<file path="src/design/acc_pkg.sv">
// Shared constants and types for the converter control block
package acc_pkg;

	// Bus geometry
	localparam int             ACC_ADDR_W      = 8;
	localparam logic [1:0]     ACC_RESP_OKAY   = 2'h0;
	localparam logic [1:0]     ACC_RESP_SLVERR = 2'h2;

	// Register byte offsets
	localparam logic [7:0]     ACC_OFF_CTRL0   = 8'h00;
	localparam logic [7:0]     ACC_OFF_CLKCFG  = 8'h04;
	localparam logic [7:0]     ACC_OFF_RES_HI  = 8'h08;
	localparam logic [7:0]     ACC_OFF_RES_LO  = 8'h0C;
	localparam logic [7:0]     ACC_OFF_IRQ_ST  = 8'h10;
	localparam logic [7:0]     ACC_OFF_IRQ_MSK = 8'h14;

	// Field positions, control register zero
	localparam int             ACC_C0_JUSTIFY  = 7;
	localparam int             ACC_C0_REF      = 6;
	localparam int             ACC_C0_CHAN_HI  = 5;
	localparam int             ACC_C0_CHAN_LO  = 2;
	localparam int             ACC_C0_GO       = 1;
	localparam int             ACC_C0_POWER    = 0;

	// Field positions, clock configuration register
	localparam int             ACC_C1_CLK_HI   = 6;
	localparam int             ACC_C1_CLK_LO   = 4;

	// Reset values of the control registers
	localparam logic [7:0]     ACC_CTRL0_RST   = 8'h00;
	localparam logic [2:0]     ACC_CLKSEL_RST  = 3'h0;

	// Result layout
	localparam int             ACC_RES_W       = 10;
	localparam logic [9:0]     ACC_TRIAL_MSB   = 10'h200;

	// Conversion timing in bit periods
	localparam int             ACC_PERIOD_W    = 4;
	localparam int             ACC_CONV_PERIODS  = 11;
	localparam int             ACC_ABORT_PERIODS = 2;

	// Clock selection codes and divide ratios
	localparam int             ACC_DIV_W       = 7;
	localparam logic [2:0]     ACC_CLK_DIV2    = 3'h0;
	localparam logic [2:0]     ACC_CLK_DIV8    = 3'h1;
	localparam logic [2:0]     ACC_CLK_DIV32   = 3'h2;
	localparam logic [2:0]     ACC_CLK_DIV4    = 3'h4;
	localparam logic [2:0]     ACC_CLK_DIV16   = 3'h5;
	localparam logic [2:0]     ACC_CLK_DIV64   = 3'h6;
	localparam logic [1:0]     ACC_CLK_RC_LOW  = 2'h3;
	localparam int             ACC_SYS_CLK_KHZ = 10000;
	localparam int             ACC_RC_MAX_KHZ  = 500;
	// Fastest allowed internal clock: divide rounded up
	localparam logic [6:0]     ACC_RC_DIV      = 7'((ACC_SYS_CLK_KHZ + ACC_RC_MAX_KHZ - 1) / ACC_RC_MAX_KHZ);

	// Interrupt bit
	localparam int             ACC_IRQ_DONE    = 0;

	typedef enum logic [2:0] {
		ACC_ST_IDLE  = 3'h1,
		ACC_ST_CONV  = 3'h2,
		ACC_ST_ABORT = 3'h4
	} acc_state_type;

endpackage

</file>
<file path="src/design/acc_bit_clock.sv">
// Conversion bit-period tick generator
module acc_bit_clock (
	// Clock and reset
	input  wire logic                         aclk,
	input  wire logic                         aresetn,
	// Control
	input  wire logic                         restart,
	input  wire logic [2:0]                   clk_sel,
	// Tick at end of each bit period
	output logic                              tick
);
	import acc_pkg::*;

	logic [ACC_DIV_W-1:0] cnt_q;
	logic [ACC_DIV_W-1:0] cnt_d;
	logic [ACC_DIV_W-1:0] div;
	wire                  rc_sel = (clk_sel[1:0] == ACC_CLK_RC_LOW);

	// Internal oscillator modelled as the divide that keeps it at or under its ceiling
	// Divide by 2 is shorter than the comparator synchroniser delay, so results there are unreliable
	assign div = rc_sel                   ? ACC_RC_DIV :
	             (clk_sel == ACC_CLK_DIV2)  ? 7'h02 :
	             (clk_sel == ACC_CLK_DIV8)  ? 7'h08 :
	             (clk_sel == ACC_CLK_DIV32) ? 7'h20 :
	             (clk_sel == ACC_CLK_DIV4)  ? 7'h04 :
	             (clk_sel == ACC_CLK_DIV16) ? 7'h10 : 7'h40;

	assign tick  = !restart && (cnt_q == div - 7'h01);
	assign cnt_d = (restart || tick) ? '0 : cnt_q + 7'h01;

	always_ff @(posedge aclk) begin
		if (!aresetn)
			cnt_q <= '0;
		else
			cnt_q <= cnt_d;
	end

endmodule

</file>
<file path="src/design/acc_conv_ctrl.sv">
// Converter control: AXI4-Lite registers, sequencing and successive approximation
// Operation
// - Control zero bit 7 set gives right-justified result, clear gives left-justified.
// - Control zero bit 6 picks external reference pin when 1, supply when 0.
// - Channel field bits 5-2: codes 0-11 inputs, 12 comparator reference, 13 fixed 0.6 V.
// - Writing go bit 1 starts conversion; it reads 1 while conversion runs.
// - Hardware clears go when conversion finishes; 0 means done or idle.
// - Power bit 0 enables converter; when clear converter is off.
// - Clock field bits 6-4 divide system clock 2,8,32,4,16,64; x11 selects internal oscillator.
// - Internal conversion oscillator runs no faster than 500 kHz.
// - Clock register holds only its clock field; bit 7 and bits 3-0 read zero.
// - Left justified: high holds result 9-2, low bits 7-6 hold result 1-0.
// - Right justified: high bits 1-0 hold result 9-8, low holds result 7-0.
// - A full conversion lasts eleven bit periods from start to completion.
// - At completion clear go, set done flag regardless of mask, load result registers.
// - Go cleared early keeps old result, waits two bit periods, then acquisition resumes.
// - Special event trigger sets go in hardware and starts a conversion.
//
// Our own choices: the AXI4-Lite register port and the address map.
module acc_conv_ctrl (
	// Clock and reset
	input  wire logic                           aclk,
	input  wire logic                           aresetn,
	// AXI4-Lite write address
	input  wire logic [acc_pkg::ACC_ADDR_W-1:0] s_axi_awaddr,
	input  wire logic                           s_axi_awvalid,
	output logic                                s_axi_awready,
	// AXI4-Lite write data
	input  wire logic [31:0]                    s_axi_wdata,
	input  wire logic [3:0]                     s_axi_wstrb,
	input  wire logic                           s_axi_wvalid,
	output logic                                s_axi_wready,
	// AXI4-Lite write response
	output logic [1:0]                          s_axi_bresp,
	output logic                                s_axi_bvalid,
	input  wire logic                           s_axi_bready,
	// AXI4-Lite read address
	input  wire logic [acc_pkg::ACC_ADDR_W-1:0] s_axi_araddr,
	input  wire logic                           s_axi_arvalid,
	output logic                                s_axi_arready,
	// AXI4-Lite read data
	output logic [31:0]                         s_axi_rdata,
	output logic [1:0]                          s_axi_rresp,
	output logic                                s_axi_rvalid,
	input  wire logic                           s_axi_rready,
	// Interrupt
	output logic                                irq,
	// Trigger from capture/compare unit, same clock
	input  wire logic                           special_event_trig,
	// Analog front end
	output logic [3:0]                          input_channel_sel,
	output logic                                pos_reference_sel,
	output logic                                converter_power_on,
	output logic                                ana_sample,
	output logic [acc_pkg::ACC_RES_W-1:0]       ana_trial_code,
	input  wire logic                           ana_cmp_above
);
	import acc_pkg::*;

	// Bus state
	logic                  aw_hold_q;
	logic [ACC_ADDR_W-1:0] awaddr_q;
	logic                  w_hold_q;
	logic [7:0]            wdata_q;
	logic                  wstrb0_q;
	logic                  bvalid_q;
	logic [1:0]            bresp_q;
	logic                  rvalid_q;
	logic [1:0]            rresp_q;
	logic [7:0]            rdata_q;

	// Control and status
	logic                  justify_q;
	logic                  ref_q;
	logic [3:0]            chan_q;
	logic                  power_q;
	logic [2:0]            clk_sel_q;
	logic [7:0]            res_hi_q;
	logic [7:0]            res_lo_q;
	logic                  done_flag_q;
	logic                  done_mask_q;
	acc_state_type         state_q;
	acc_state_type         state_d;
	logic [ACC_PERIOD_W-1:0] period_q;
	logic [ACC_RES_W-1:0]  trial_q;
	logic [ACC_RES_W-1:0]  mask_q;
	logic                  cmp_meta_q;
	logic                  cmp_sync_q;

	// Bus decode
	wire aw_fire = s_axi_awvalid && s_axi_awready;
	wire w_fire  = s_axi_wvalid && s_axi_wready;
	wire ar_fire = s_axi_arvalid && s_axi_arready;
	wire wr_fire = aw_hold_q && w_hold_q && !bvalid_q;
	wire wr_lane = wr_fire && wstrb0_q;
	wire wr_ctrl0  = wr_lane && (awaddr_q == ACC_OFF_CTRL0);
	wire wr_clkcfg = wr_lane && (awaddr_q == ACC_OFF_CLKCFG);
	wire wr_res_hi = wr_lane && (awaddr_q == ACC_OFF_RES_HI);
	wire wr_res_lo = wr_lane && (awaddr_q == ACC_OFF_RES_LO);
	wire wr_mask   = wr_lane && (awaddr_q == ACC_OFF_IRQ_MSK);
	wire wr_mapped = (awaddr_q == ACC_OFF_CTRL0) || (awaddr_q == ACC_OFF_CLKCFG) ||
	                 (awaddr_q == ACC_OFF_RES_HI) || (awaddr_q == ACC_OFF_RES_LO) ||
	                 (awaddr_q == ACC_OFF_IRQ_ST) || (awaddr_q == ACC_OFF_IRQ_MSK);
	wire rd_mapped = (s_axi_araddr == ACC_OFF_CTRL0) || (s_axi_araddr == ACC_OFF_CLKCFG) ||
	                 (s_axi_araddr == ACC_OFF_RES_HI) || (s_axi_araddr == ACC_OFF_RES_LO) ||
	                 (s_axi_araddr == ACC_OFF_IRQ_ST) || (s_axi_araddr == ACC_OFF_IRQ_MSK);
	wire rd_status = ar_fire && (s_axi_araddr == ACC_OFF_IRQ_ST);

	assign s_axi_awready = !aw_hold_q && !bvalid_q;
	assign s_axi_wready  = !w_hold_q && !bvalid_q;
	assign s_axi_arready = !rvalid_q;
	assign s_axi_bvalid  = bvalid_q;
	assign s_axi_bresp   = bresp_q;
	assign s_axi_rvalid  = rvalid_q;
	assign s_axi_rresp   = rresp_q;
	assign s_axi_rdata   = {24'h00_0000, rdata_q};

	// Sequencer decode
	wire go_bit   = (state_q == ACC_ST_CONV);
	wire tick;
	wire in_conv  = (state_q == ACC_ST_CONV);
	wire in_abort = (state_q == ACC_ST_ABORT);
	wire idle     = (state_q == ACC_ST_IDLE);
	// A start needs the converter already powered; go is dropped otherwise
	wire start    = idle && power_q &&
	                ((wr_ctrl0 && wdata_q[ACC_C0_GO]) || special_event_trig);
	wire sw_abort = in_conv && wr_ctrl0 && !wdata_q[ACC_C0_GO];
	wire pwr_kill = !power_q && !idle;
	wire decide   = in_conv && tick && (period_q != '0);
	wire done     = in_conv && tick && (period_q == 4'(ACC_CONV_PERIODS - 1));
	wire abort_end = in_abort && tick && (period_q == 4'(ACC_ABORT_PERIODS - 1));
	wire restart  = start || sw_abort;

	// Successive approximation step: drop the trial bit if the input is below it
	wire [ACC_RES_W-1:0] trial_next = (cmp_sync_q ? trial_q : (trial_q & ~mask_q)) | (mask_q >> 1);

	// Result formatting
	wire [7:0] fmt_hi = justify_q ? {6'h00, trial_next[9:8]} : trial_next[9:2];
	wire [7:0] fmt_lo = justify_q ? trial_next[7:0] : {trial_next[1:0], 6'h00};

	// Read mux
	wire [7:0] ctrl0_rd = {justify_q, ref_q, chan_q, go_bit, power_q};
	wire [7:0] clkcfg_rd = {1'h0, clk_sel_q, 4'h0};
	wire [7:0] rd_mux = (s_axi_araddr == ACC_OFF_CTRL0)   ? ctrl0_rd :
	                    (s_axi_araddr == ACC_OFF_CLKCFG)  ? clkcfg_rd :
	                    (s_axi_araddr == ACC_OFF_RES_HI)  ? res_hi_q :
	                    (s_axi_araddr == ACC_OFF_RES_LO)  ? res_lo_q :
	                    (s_axi_araddr == ACC_OFF_IRQ_ST)  ? {7'h00, done_flag_q} :
	                    (s_axi_araddr == ACC_OFF_IRQ_MSK) ? {7'h00, done_mask_q} : 8'h00;

	assign irq                = done_flag_q && done_mask_q;
	assign input_channel_sel  = chan_q;
	assign pos_reference_sel  = ref_q;
	assign converter_power_on = power_q;
	// Sampling resumes on its own once the abort wait is over
	assign ana_sample         = power_q && idle;
	assign ana_trial_code     = trial_q;

	acc_bit_clock u_bit_clock (
		.aclk    (aclk),
		.aresetn (aresetn),
		.restart (restart),
		.clk_sel (clk_sel_q),
		.tick    (tick)
	);

	// Write channel capture, either order
	always_ff @(posedge aclk) begin
		if (!aresetn) begin
			aw_hold_q <= 1'h0;
			awaddr_q  <= '0;
			w_hold_q  <= 1'h0;
			wdata_q   <= 8'h00;
			wstrb0_q  <= 1'h0;
		end else begin
			if (aw_fire) begin
				aw_hold_q <= 1'h1;
				awaddr_q  <= s_axi_awaddr;
			end else if (wr_fire) begin
				aw_hold_q <= 1'h0;
			end
			if (w_fire) begin
				w_hold_q <= 1'h1;
				wdata_q  <= s_axi_wdata[7:0];
				wstrb0_q <= s_axi_wstrb[0];
			end else if (wr_fire) begin
				w_hold_q <= 1'h0;
			end
		end
	end

	// Responses
	always_ff @(posedge aclk) begin
		if (!aresetn) begin
			bvalid_q <= 1'h0;
			bresp_q  <= ACC_RESP_OKAY;
			rvalid_q <= 1'h0;
			rresp_q  <= ACC_RESP_OKAY;
			rdata_q  <= 8'h00;
		end else begin
			if (wr_fire) begin
				bvalid_q <= 1'h1;
				bresp_q  <= wr_mapped ? ACC_RESP_OKAY : ACC_RESP_SLVERR;
			end else if (s_axi_bready) begin
				bvalid_q <= 1'h0;
			end
			if (ar_fire) begin
				rvalid_q <= 1'h1;
				rresp_q  <= rd_mapped ? ACC_RESP_OKAY : ACC_RESP_SLVERR;
				rdata_q  <= rd_mux;
			end else if (s_axi_rready) begin
				rvalid_q <= 1'h0;
			end
		end
	end

	// Control registers
	always_ff @(posedge aclk) begin
		if (!aresetn) begin
			{justify_q, ref_q, chan_q} <= ACC_CTRL0_RST[ACC_C0_JUSTIFY:ACC_C0_CHAN_LO];
			power_q     <= ACC_CTRL0_RST[ACC_C0_POWER];
			clk_sel_q   <= ACC_CLKSEL_RST;
			done_mask_q <= 1'h0;
		end else begin
			if (wr_ctrl0) begin
				{justify_q, ref_q, chan_q} <= wdata_q[ACC_C0_JUSTIFY:ACC_C0_CHAN_LO];
				power_q <= wdata_q[ACC_C0_POWER];
			end
			if (wr_clkcfg)
				clk_sel_q <= wdata_q[ACC_C1_CLK_HI:ACC_C1_CLK_LO];
			if (wr_mask)
				done_mask_q <= wdata_q[ACC_IRQ_DONE];
		end
	end

	// Done flag: a completion in the same cycle as a clearing read wins
	always_ff @(posedge aclk) begin
		if (!aresetn)
			done_flag_q <= 1'h0;
		else if (done)
			done_flag_q <= 1'h1;
		else if (rd_status)
			done_flag_q <= 1'h0;
	end

	// Result registers keep their contents through reset
	always_ff @(posedge aclk) begin
		if (done) begin
			res_hi_q <= fmt_hi;
			res_lo_q <= fmt_lo;
		end else begin
			if (wr_res_hi)
				res_hi_q <= wdata_q;
			if (wr_res_lo)
				res_lo_q <= wdata_q;
		end
	end

	// Comparator comes from the analog domain
	always_ff @(posedge aclk) begin
		if (!aresetn) begin
			cmp_meta_q <= 1'h0;
			cmp_sync_q <= 1'h0;
		end else begin
			cmp_meta_q <= ana_cmp_above;
			cmp_sync_q <= cmp_meta_q;
		end
	end

	// Sequencer
	always_comb begin
		state_d = state_q;
		case (state_q)
			ACC_ST_IDLE: begin
				if (start)
					state_d = ACC_ST_CONV;
			end
			ACC_ST_CONV: begin
				if (pwr_kill || done)
					state_d = ACC_ST_IDLE;
				else if (sw_abort)
					state_d = ACC_ST_ABORT;
			end
			ACC_ST_ABORT: begin
				if (pwr_kill || abort_end)
					state_d = ACC_ST_IDLE;
			end
			default: state_d = ACC_ST_IDLE;
		endcase
	end

	always_ff @(posedge aclk) begin
		if (!aresetn)
			state_q <= ACC_ST_IDLE;
		else
			state_q <= state_d;
	end

	// Bit-period counter and approximation register
	always_ff @(posedge aclk) begin
		if (!aresetn) begin
			period_q <= '0;
			trial_q  <= '0;
			mask_q   <= '0;
		end else if (restart) begin
			period_q <= '0;
			if (start) begin
				trial_q <= ACC_TRIAL_MSB;
				mask_q  <= ACC_TRIAL_MSB;
			end
		end else if (tick && !idle) begin
			period_q <= period_q + 4'h1;
			if (decide) begin
				trial_q <= trial_next;
				mask_q  <= mask_q >> 1;
			end
		end
	end

	logic [ACC_PERIOD_W-1:0] chk_ticks_q;
	always_ff @(posedge aclk) begin
		if (!aresetn || start)
			chk_ticks_q <= '0;
		else if (in_conv && tick)
			chk_ticks_q <= chk_ticks_q + 4'h1;
	end
endmodule

</file>
<file path="config.mk">
export PLATFORM = sky130hd
export DESIGN_NAME = acc_conv_ctrl
export DESIGN_NICKNAME = d
export VERILOG_FILES = /design/src/design/acc_pkg.sv /design/src/design/acc_bit_clock.sv /design/src/design/acc_conv_ctrl.sv
export SDC_FILE = /design/constraint.sdc
export NUM_CORES = 1
export LEC_CHECK = 0
export CAP_MARGIN = 30
export CORE_UTILIZATION = 51
export DETAILED_ROUTE_END_ITERATION = 10
export DONT_BUFFER_PORTS = 1
export GPL_ROUTABILITY_DRIVEN = 0
export GPL_TIMING_DRIVEN = 0
export PLACE_DENSITY = 0.7
export SLEW_MARGIN = 20
export SYNTH_ARGS = -nofsm -noshare
export SYNTH_HDL_FRONTEND = slang
export SYNTH_HIERARCHICAL = 1
export SYNTH_SLANG_ARGS = --single-unit
</file>
<file path="constraint.sdc">
create_clock -name aclk -period 3.38 [get_ports aclk]
set_input_delay 0 -clock aclk [delete_from_list [all_inputs] [get_ports aclk]]
set_output_delay 0 -clock aclk [all_outputs]
set_load 0.02 [all_outputs]
</file>
---- Yosys cells after proc, flatten, opt, wreduce, memory -nomap -nowiden ----
Index checks and enable logic that the tools add are counted.
operators by class
  add/subtract/negate cells ............... 3
  eq/ne operators ......................... 25
  multiplexer cells ....................... 42
  bitwise operators ....................... 4
  reduce and logical (&&, ||, !) cells .... 68
operators with widths
  kind                 number
  $mux 10              8
  $mux 8               10
  $mux 7               6
  $eq 8x4->1 const B   4
  $eq 8x5->1 const B   4
  $logic_and 1x1->1    28
  $reduce_bool 2->1    9
  $eq 8x3->1 const B   2
  $logic_not 8->1      2
  $logic_or 1x1->1     15
  $mux 3               4
  $mux 1               11
  $and 10x10->10       1
  $not 10->10          1
  $or 10x9->10         1
  $eq 3x3->1 const B   3
  $pmux 3 s3           1
  $logic_not 1->1      8
  $add 7x1->7 const B  1
  $eq 7x7->1           1
  $sub 7x1->7 const B  1
  $eq 3x1->1 const B   2
  $eq 3x2->1 const B   2
  $reduce_and 3->1     2
  other kinds (12)     15
storage, ports and cells
  bits in registers ....................... 97
  input bits .............................. 61
  output and inout port bits .............. 59
  word-level logic and storage cells ...... 168

---- Logic depth before layout (Yosys ltp) ----
Gate-level depths: netlist (run 1).
  depth after elaboration ................. 15
  depth in mapped cells ................... 12
  depth with buffers taken out ............ 10

---- By module ----
Netlist (run 1), hierarchy kept.
modules (own cells, without submodules)
  module         times used  cells each  area each (µm²)  sequential area each (µm²)
  acc_conv_ctrl  1           483         4262.8           1921.8
  acc_bit_clock  1           54          528.0            140.1

---- Worst setup path after synthesis (run 1) ----
Ideal clock, no wire load.
  kind .................................... register to register
  start ................................... register power_q, in the netlist converter_power_on
  end ..................................... register res_hi_q[0] (enable)
  library setup time ...................... 0.357 ns
  arrival ................................. 3.119 ns
  required time ........................... 3.023 ns
  setup slack ............................. -0.096 ns
  cell stages (with the launch flop) ...... 11
  period minus slack after synthesis ...... 3.476 ns
  path through ............................ dfxtp_1 -> nor4bb_1 -> nand2_1 -> o21a_1 -> nand2_1 -> and4b_1 -> nand4b_1 -> or2_2 -> clkbuf_1 -> clkbuf_1 -> o21ai_0
between the ends
  word-level cells in the longest chain between the ends .. 8
RTL lines
  what                                RTL line              text
  start, declared                     acc_conv_ctrl.sv:76   logic power_q;
  start signal, assigned              acc_conv_ctrl.sv:221  power_q <= ACC_CTRL0_RST[ACC_C0_POWER];
  start signal, assigned              acc_conv_ctrl.sv:227  power_q <= wdata_q[ACC_C0_POWER];
  $logic_and 1x1->1                   --
  named net ana_sample                acc_conv_ctrl.sv:54   output logic ana_sample,
  $logic_and 1x1->1                   acc_conv_ctrl.sv:125  wire start = idle && power_q &&
  $logic_or 1x1->1                    acc_conv_ctrl.sv:132  wire restart = start || sw_abort;
  named net restart                   acc_conv_ctrl.sv:132
  $logic_not 1->1                     acc_bit_clock.sv:28   assign tick = !restart && (cnt_q == div - 7'h01);
  $logic_and 1x1->1                   acc_bit_clock.sv:28
  named net tick                      acc_conv_ctrl.sv:120  wire tick;
  $logic_and 1x1->1                   --
  $logic_and 1x1->1                   acc_conv_ctrl.sv:130  wire done = in_conv && tick && (period_q == 4'(ACC_CONV_PERIODS - 1));
  $reduce_bool 2->1 (no source line)  --
  end signal, assigned                acc_conv_ctrl.sv:249  res_hi_q <= fmt_hi;
  end signal, assigned                acc_conv_ctrl.sv:253  res_hi_q <= wdata_q;
  end, declared                       acc_conv_ctrl.sv:78   logic [7:0] res_hi_q;
The timed path passes the listed nets, and every way through them passes these cells.
A chain may end at the register's enable or synchronous reset.

---- Worst setup path in the final report (run 1) ----
  start ................................... register awaddr_q[4]
  end ..................................... register res_lo_q[2] (enable)
between the ends
  word-level cells in the longest chain between the ends .. 11
  elaborated cells between the ends (all ways) .. 15
RTL lines
  what                                    RTL line              text
  start, declared                         acc_conv_ctrl.sv:62   logic [ACC_ADDR_W-1:0] awaddr_q;
  start signal, assigned                  acc_conv_ctrl.sv:178  awaddr_q <= s_axi_awaddr;
  $logic_not 8->1 (*)                     acc_conv_ctrl.sv:96   wire wr_ctrl0 = wr_lane && (awaddr_q == ACC_OFF_CTRL0);
  $logic_and 1x1->1 (*)                   acc_conv_ctrl.sv:96
  $logic_and 1x1->1                       acc_conv_ctrl.sv:126  ((wr_ctrl0 && wdata_q[ACC_C0_GO]) || special_event_trig);
  $logic_or 1x1->1                        acc_conv_ctrl.sv:126
  $logic_and 1x1->1                       acc_conv_ctrl.sv:125
  $logic_or 1x1->1 (*)                    acc_conv_ctrl.sv:132
  named net restart                       acc_conv_ctrl.sv:132
  $logic_not 1->1 (*)                     acc_bit_clock.sv:28
  $logic_and 1x1->1 (*)                   acc_bit_clock.sv:28
  named net tick                          acc_conv_ctrl.sv:120
  $logic_and 1x1->1 (*)                   --
  $logic_and 1x1->1 (*)                   acc_conv_ctrl.sv:130
  $reduce_bool 2->1 (no source line) (*)  --
  end signal, assigned                    acc_conv_ctrl.sv:250  res_lo_q <= fmt_lo;
  end signal, assigned                    acc_conv_ctrl.sv:255  res_lo_q <= wdata_q;
  end, declared                           acc_conv_ctrl.sv:79   logic [7:0] res_lo_q;
Mark *: on every way through the listed nets, which the timed path passes. The rest lies on a longest branch.

==> flow_metrics.py, run 1 <==
metrics = {
    "outcome": {
        "status": "finished clean",
    },
    "die": {
        "initial_core_util_pct": 52.3,
        "ioPinCount": 120,
        "die_x_microns": 98.9,
        "die_area_sq_um": 9790,
        "fp.coreArea_sq_um": 9150,
        "die_y_microns": 98.9,
        "rows": 35,
    },
    "job": {
        "maxCapViolCount": 0,
    },
    "timing": {
        "rsz0062_at_grt": "false",
        "relSlewSlack_pct": 41.2,
        "finalCritPeriodShare_pct": 94.7,
        "drv_slew": 0,
        "fin_skew_ns": 0.0142,
        "worstMarginPinSlew_ns": 0.870,
        "setup_slack_ns": 0.178,
        "setup_viol_count_final": 0,
        "timing.fmax_mhz": 312,
        "hold_violations": 0,
        "period_minus_slack_ns": 3.20,
    },
    "worst_setup_path": {
        "startpoint_type": "register",
        "cpMaxStageDelayCell": "or4_4",
        "path_class": "register to register",
        "slowest_delay_ns": 0.58,
        "crit_chain": "or4_4, nor4_4, buf_4, nand2_1, nand2_1, and4b_2, nand4b_1, or2_2, clkbuf_1, buf_4, o21ai_2, buf_4",
        "cpMostUsedCell": "buf_4",
        "cp_max_fo": 10,
        "critPathBufInv": 4,
        "cp_top_family": "simple AND/OR/NAND/NOR gates",
        "worstSetupEndpointType": "register",
        "worstPathRequired_ns": 3.51,
        "cp.arrival_ns": 3.33,
    },
    "clock_tree": {
        "clk_pin_slew_ns": 0.10,
        "insertion_delay_ns": 0.37,
        "clk_path_buf_depth": 2,
        "tritoncts": "built",
        "numCtsBuffers": 9,
        "cts_root_buf": "clkbuf_8",
        "cts.sinks": 95,
        "cts-htree-levels": 3,
    },
    "global_route": {
        "grt_max_degree": 18,
        "grt_pass1_vias": 4057,
        "grt_pass1_wl_microns": 20000,
        "grtUsageTotal_pct": 26.2,
        "grt_overflow_total": 0,
        "antenna_found_initial": 0,
    },
    "final_layout": {
        "fillers": 788,
        "final_area_sq_um": 5690,
        "syn2layout_area_growth_pct": 18.8,
        "layout-drive-gt1-share_pct": 14.5,
        "final_cell_mix": "78 x nand2_1, 76 x dfxtp_1, 44 x a21oi_1",
        "layout.cells.most_common": "nand2_1",
        "n_antenna_cell": 0,
        "nets": 686,
    },
    "pwr": {
        "ir_worst_vdd_uv": 268,
        "power_leakage_nw": 2.12,
        "power_mw": 2.24,
        "pwr_density_cell_nw_per_um2": 393,
    },
    "synth": {
        "synth_edf_count": 16,
        "synth_seq_cells": 95,
        "async_flop_share_pct": 0,
        "yosys.area_share.adder_pct": 2.61,
        "synth_compound_area_share_pct": 19.4,
        "synth-simple-area-share_pct": 20.4,
        "ys_seq_area_share_pct": 43.0,
        "synthXorXnorAreaFrac_pct": 3.08,
        "synth_cell_type_count": 61,
        "yosysWarnings": 6,
        "yosys_most_used_dff": "dfxtp_1",
        "syn_area_sq_um": 4790,
        "muxShareOfSynthArea_pct": 3.63,
        "syn_avg_cell_area_sq_um": 8.92,
        "synth_top_family_by_area": "simple AND/OR/NAND/NOR gates",
        "syn_inst": 537,
    },
    "route": {
        "postRouteAntennaNets": 0,
        "wirelength_microns": 12400,
        "vias": 4222,
        "wl_per_cell_microns": 16.9,
        "drc_errors": 0,
        "via_per_inst": 5.78,
        "drt_iter0_markers": 321,
        "firstDrtPassIters": 5,
    },
    "placed_design": {
        "place_hpwl_microns": 8970,
        "place_area_sq_um": 5040,
        "port-buffer-count": 0,
        "place_ws_ns": -0.652,
    },
    "hold_path": {
        "hp-class": "input pin to register",
    },
}
[cells by family after synthesis]
| group | count (synthesis) |
|---|---|
| and+or+nand+nor | 186 |
| AOI/OAI and AO/OA | 145 |
| DFF | 95 |
| buffers and inverters | 67 |
| muxes | 17 |
| xor gates and xnor gates | 16 |
| adders and majority gates | 10 |
| other | 1 |
[cell usage after synthesis, drive strengths merged (2+ instances only)]
library cell	number	area, sq um
a211oi	2	15.0
a21oi	44	220
a22o	5	43.8
a311oi	6	52.6
a31oi	5	31.3
a32oi	2	17.5
and2	5	31.3
and4	3	26.3
and4b	2	20.0
buf	35	254
clkbuf	19	71.3
dfxtp	79	1580
edfxtp	16	480
ha	10	125
inv	13	48.8
mux2	3	33.8
mux2i	14	140
nand2	79	297
nand2b	15	93.8
nand3	16	80.1
nand4	4	25.0
nand4b	2	17.5
nor2	21	78.8
nor2b	3	18.8
nor3	6	30.0
nor3b	3	32.5
nor4	7	73.8
nor4bb	2	20.0
o211ai	11	82.6
o21a	2	15.0
o21ai	30	150
o21bai	8	60.1
o22ai	10	62.6
o31ai	3	22.5
o32ai	8	70.1
or2	3	18.8
or3	5	31.3
or3b	3	26.3
or4	4	33.8
xnor2	11	104
xor2	5	43.8
[metal layers]
metal	vias up	GRT usage [%]	wire length, microns
met2	180	43.1	5710
met5	-	0	0
met1	1982	33.5	5460
li1	2048	-	-
met3	12	6.95	1040
met4	0	8.50	159
[repair_timing]
action	CTS	global route
endpoints found under the hold margin	34	0
hold buffers	30	0
setup endpoints to repair	28	23
buffers inserted	3	6
pin swaps	5	3
gates resized for setup	15	8
[report_power, final]
group	leakage, nW	internal [mW]	switching (mW)
registers	0.780	1.18	0.0392
logic	1.24	0.0979	0.141
clock network	0.0983	0.352	0.432
total	2.12	1.62	0.612
[stage by stage]
stage	setup TNS, ns	std cells	hold WS (ns)	util, %
floorplan	0	562	0.127	-
global placement	-11.37	673	0.131	55.0
detailed placement	-11.30	675	0.134	55.1
CTS	0	724	0.00265	61.4
global route	0	731	0.0154	62.2
finish	0	731	0.0177	62.2
[registers in the layout, summed over array words and instances, names as in the netlist, 3 cells and up]
signal             count
ana_trial_code        10
mask_q                10
awaddr_q               8
rdata_q                8
res_hi_q               8
res_lo_q               8
wdata_q                8
u_bit_clock/cnt_q      7
input_channel_sel      4
period_q               4
clk_sel_q              3
state_q                3
[cell type report]
| type | instances | area [sq um] | area share (%) |
|---|---|---|---|
| Multi-Input combinational cell | 400 | 2520 | 44.2 |
| Sequential cell | 95 | 2070 | 36.3 |
| Timing Repair Buffer | 42 | 385 | 6.77 |
| Buffer | 54 | 332 | 5.82 |
| Tap cell | 111 | 139 | 2.44 |
| Clock buffer | 9 | 124 | 2.18 |
| Clock inverter | 7 | 80.1 | 1.41 |
| Inverter | 13 | 48.8 | 0.857 |
[worst paths after layout]
path                     start           to  slack, ns  depth (start not counted)
setup / recovery   awaddr_q[4]  res_lo_q[2]       0.18                         12
hold / removal    s_axi_wvalid     w_hold_q       0.02                          2
setup reg to reg   awaddr_q[4]  res_lo_q[2]       0.18                         12
hold reg to reg     cmp_meta_q   cmp_sync_q       0.44                          1
Power figures use the tool's default switching activity.
==> run 2, diff against run 1 <==
Settings changed: CTS_BUF_LIST from default to sky130_fd_sc_hd__clkbuf_16.
==> flow_metrics.py, run 2 (synthesis results as in run 1) <==
metrics = {
    "timing": {
        "setup_viol_count_final": 0,
        "period_minus_slack_ns": 3.18,
        "setup_tns_ns": 0,
        "rsz0062_at_grt": "false",
        "fin_skew_ns": 0.00977,
        "worstMarginPinSlew_ns": 0.894,
        "drv_slew": 0,
        "finalCritPeriodShare_pct": 94.2,
        "relSlewSlack_pct": 39.6,
        "hold_violations": 0,
        "timing.fmax_mhz": 314,
    },
    "global_route": {
        "grtUsageTotal_pct": 26.3,
        "grt_pass1_wl_microns": 20000,
        "grt_overflow_total": 0,
        "grt_pass1_vias": 4047,
        "grt_max_degree": 18,
        "antenna_found_initial": 0,
    },
    "worst_setup_path": {
        "cp_max_fo": 10,
        "cp.arrival_ns": 3.24,
        "worstPathRequired_ns": 3.43,
        "slowest_delay_ns": 0.39,
        "worstSetupEndpointType": "register",
        "cpMaxStageDelayCell": "dfxtp_2",
        "cpMostUsedCell": "buf_4",
        "startpoint_type": "register",
        "rr_worst_depth": 12,
        "crit_cells": 12,
        "critPathBufInv": 4,
        "crit_chain": "inv_1, ha_1, xnor2_1, nand3_1, nor4_4, and4b_2, nand4b_1, or2_2, clkbuf_1, buf_4, o21ai_2, buf_4",
        "cp_top_family": "simple AND/OR/NAND/NOR gates",
        "path_class": "register to register",
    },
    "final_layout": {
        "layout-drive-gt1-share_pct": 14.2,
        "layout.cells.most_common": "nand2_1",
        "syn2layout_area_growth_pct": 19.6,
        "multi_input_area_sq_um": 2510,
        "final_cell_mix": "78 x nand2_1, 76 x dfxtp_1, 44 x a21oi_1",
        "n_antenna_cell": 0,
        "nets": 680,
        "final-seq-area_sq_um": 2070,
        "fillers": 786,
    },
    "route": {
        "postRouteAntennaNets": 0,
        "drc_errors": 0,
        "top_layer_used": "met4",
        "drt_iter0_markers": 300,
        "wirelength_microns": 12500,
        "wl_met2_microns": 5730,
        "firstDrtPassIters": 5,
        "vias": 4225,
        "met3_length_microns": 1030,
        "via_per_inst": 5.83,
        "drt-met1-wl_microns": 5390,
        "wl_per_cell_microns": 17.2,
    },
    "placed_design": {
        "port-buffer-count": 0,
        "place_hpwl_microns": 8970,
    },
    "clock_tree": {
        "cts.sinks": 95,
        "clk_pin_slew_ns": 0.07,
        "numCtsBuffers": 9,
        "insertion_delay_ns": 0.34,
        "cts-htree-levels": 3,
        "clk_path_buf_depth": 2,
        "tritoncts": "built",
        "cts_root_buf": "clkbuf_16",
    },
    "job": {
        "maxCapViolCount": 0,
    },
    "pwr": {
        "ir_worst_vdd_uv": 387,
        "power_leakage_nw": 2.14,
        "power_mw": 2.50,
        "pwr_density_cell_nw_per_um2": 436,
    },
    "hold_path": {
        "hold_depth": 4,
        "hp-class": "input pin to register",
    },
    "die": {
        "rows": 35,
        "fp.coreArea_sq_um": 9150,
        "initial_core_util_pct": 52.3,
        "ioPinCount": 120,
        "die_area_sq_um": 9790,
        "die_x_microns": 98.9,
        "die_y_microns": 98.9,
    },
    "outcome": {
        "status": "finished clean",
    },
}
[run 2: timing repair]
action | CTS | global route
hold endpoints to repair | 31 | 0
endpoints found under the setup margin | 28 | 23
setup buffers | 3 | 4
pin swaps | 5 | 4
hold buffers | 26 | 0
resized for setup | 15 | 6
[run 2: area by class of cell]
type                       instances  share of cell area, %
multi-input combinational        400                   43.8
sequential                        95                   36.0
buffer                            54                   5.79
timing repair buffer              36                   5.76
clock buffer                       9                   3.93
tap                              111                   2.42
clock inverter                     7                   1.40
inverter                          13                  0.852
[run 2: tightest hold or removal path, cell delays in order]
cell,delay [ns]
nor3_1,0.04
nand3_1,0.07
o21ai_0,0.07
a21oi_1,0.13
[run 2: final timing paths]
path              slack [ns]            start     endpoint
setup / recovery        0.20     clk_sel_q[0]  res_lo_q[2]
hold / removal         0.007  s_axi_araddr[7]  done_flag_q
setup reg to reg        0.20     clk_sel_q[0]  res_lo_q[2]
hold reg to reg         0.44       cmp_meta_q   cmp_sync_q
[run 2: where the power goes]
group	leakage, nW	total [mW]	switching [mW]	internal (mW)
Clock	0.144	1.05	0.464	0.583
Combinational	1.22	0.235	0.141	0.0938
Sequential	0.780	1.21	0.0388	1.18
Total	2.14	2.50	0.644	1.85
[run 2: metal layers]
metal / global-route usage [%] / up-vias
met1: 33.6 / 1984
met3: 7.45 / 25
li1: - / 2033
met2: 42.2 / 183
met5: 0 / -
met4: 10.2 / 0
[run 2: metrics by stage]
step                      cells  util [%]  instance area (sq um)  hold WS [ns]  worst slack [ns]
after detailed placement    675      55.1                   5040         0.134            -0.652
final                       725      62.6                   5730       0.00733             0.195
after global placement      673      55.0                   5030         0.131            -0.633
after floorplan             562         -                   4890         0.127            0.0900
after global routing        725      62.6                   5730       0.00766            0.0242
after CTS                   720      62.0                   5680       0.00111           0.00561
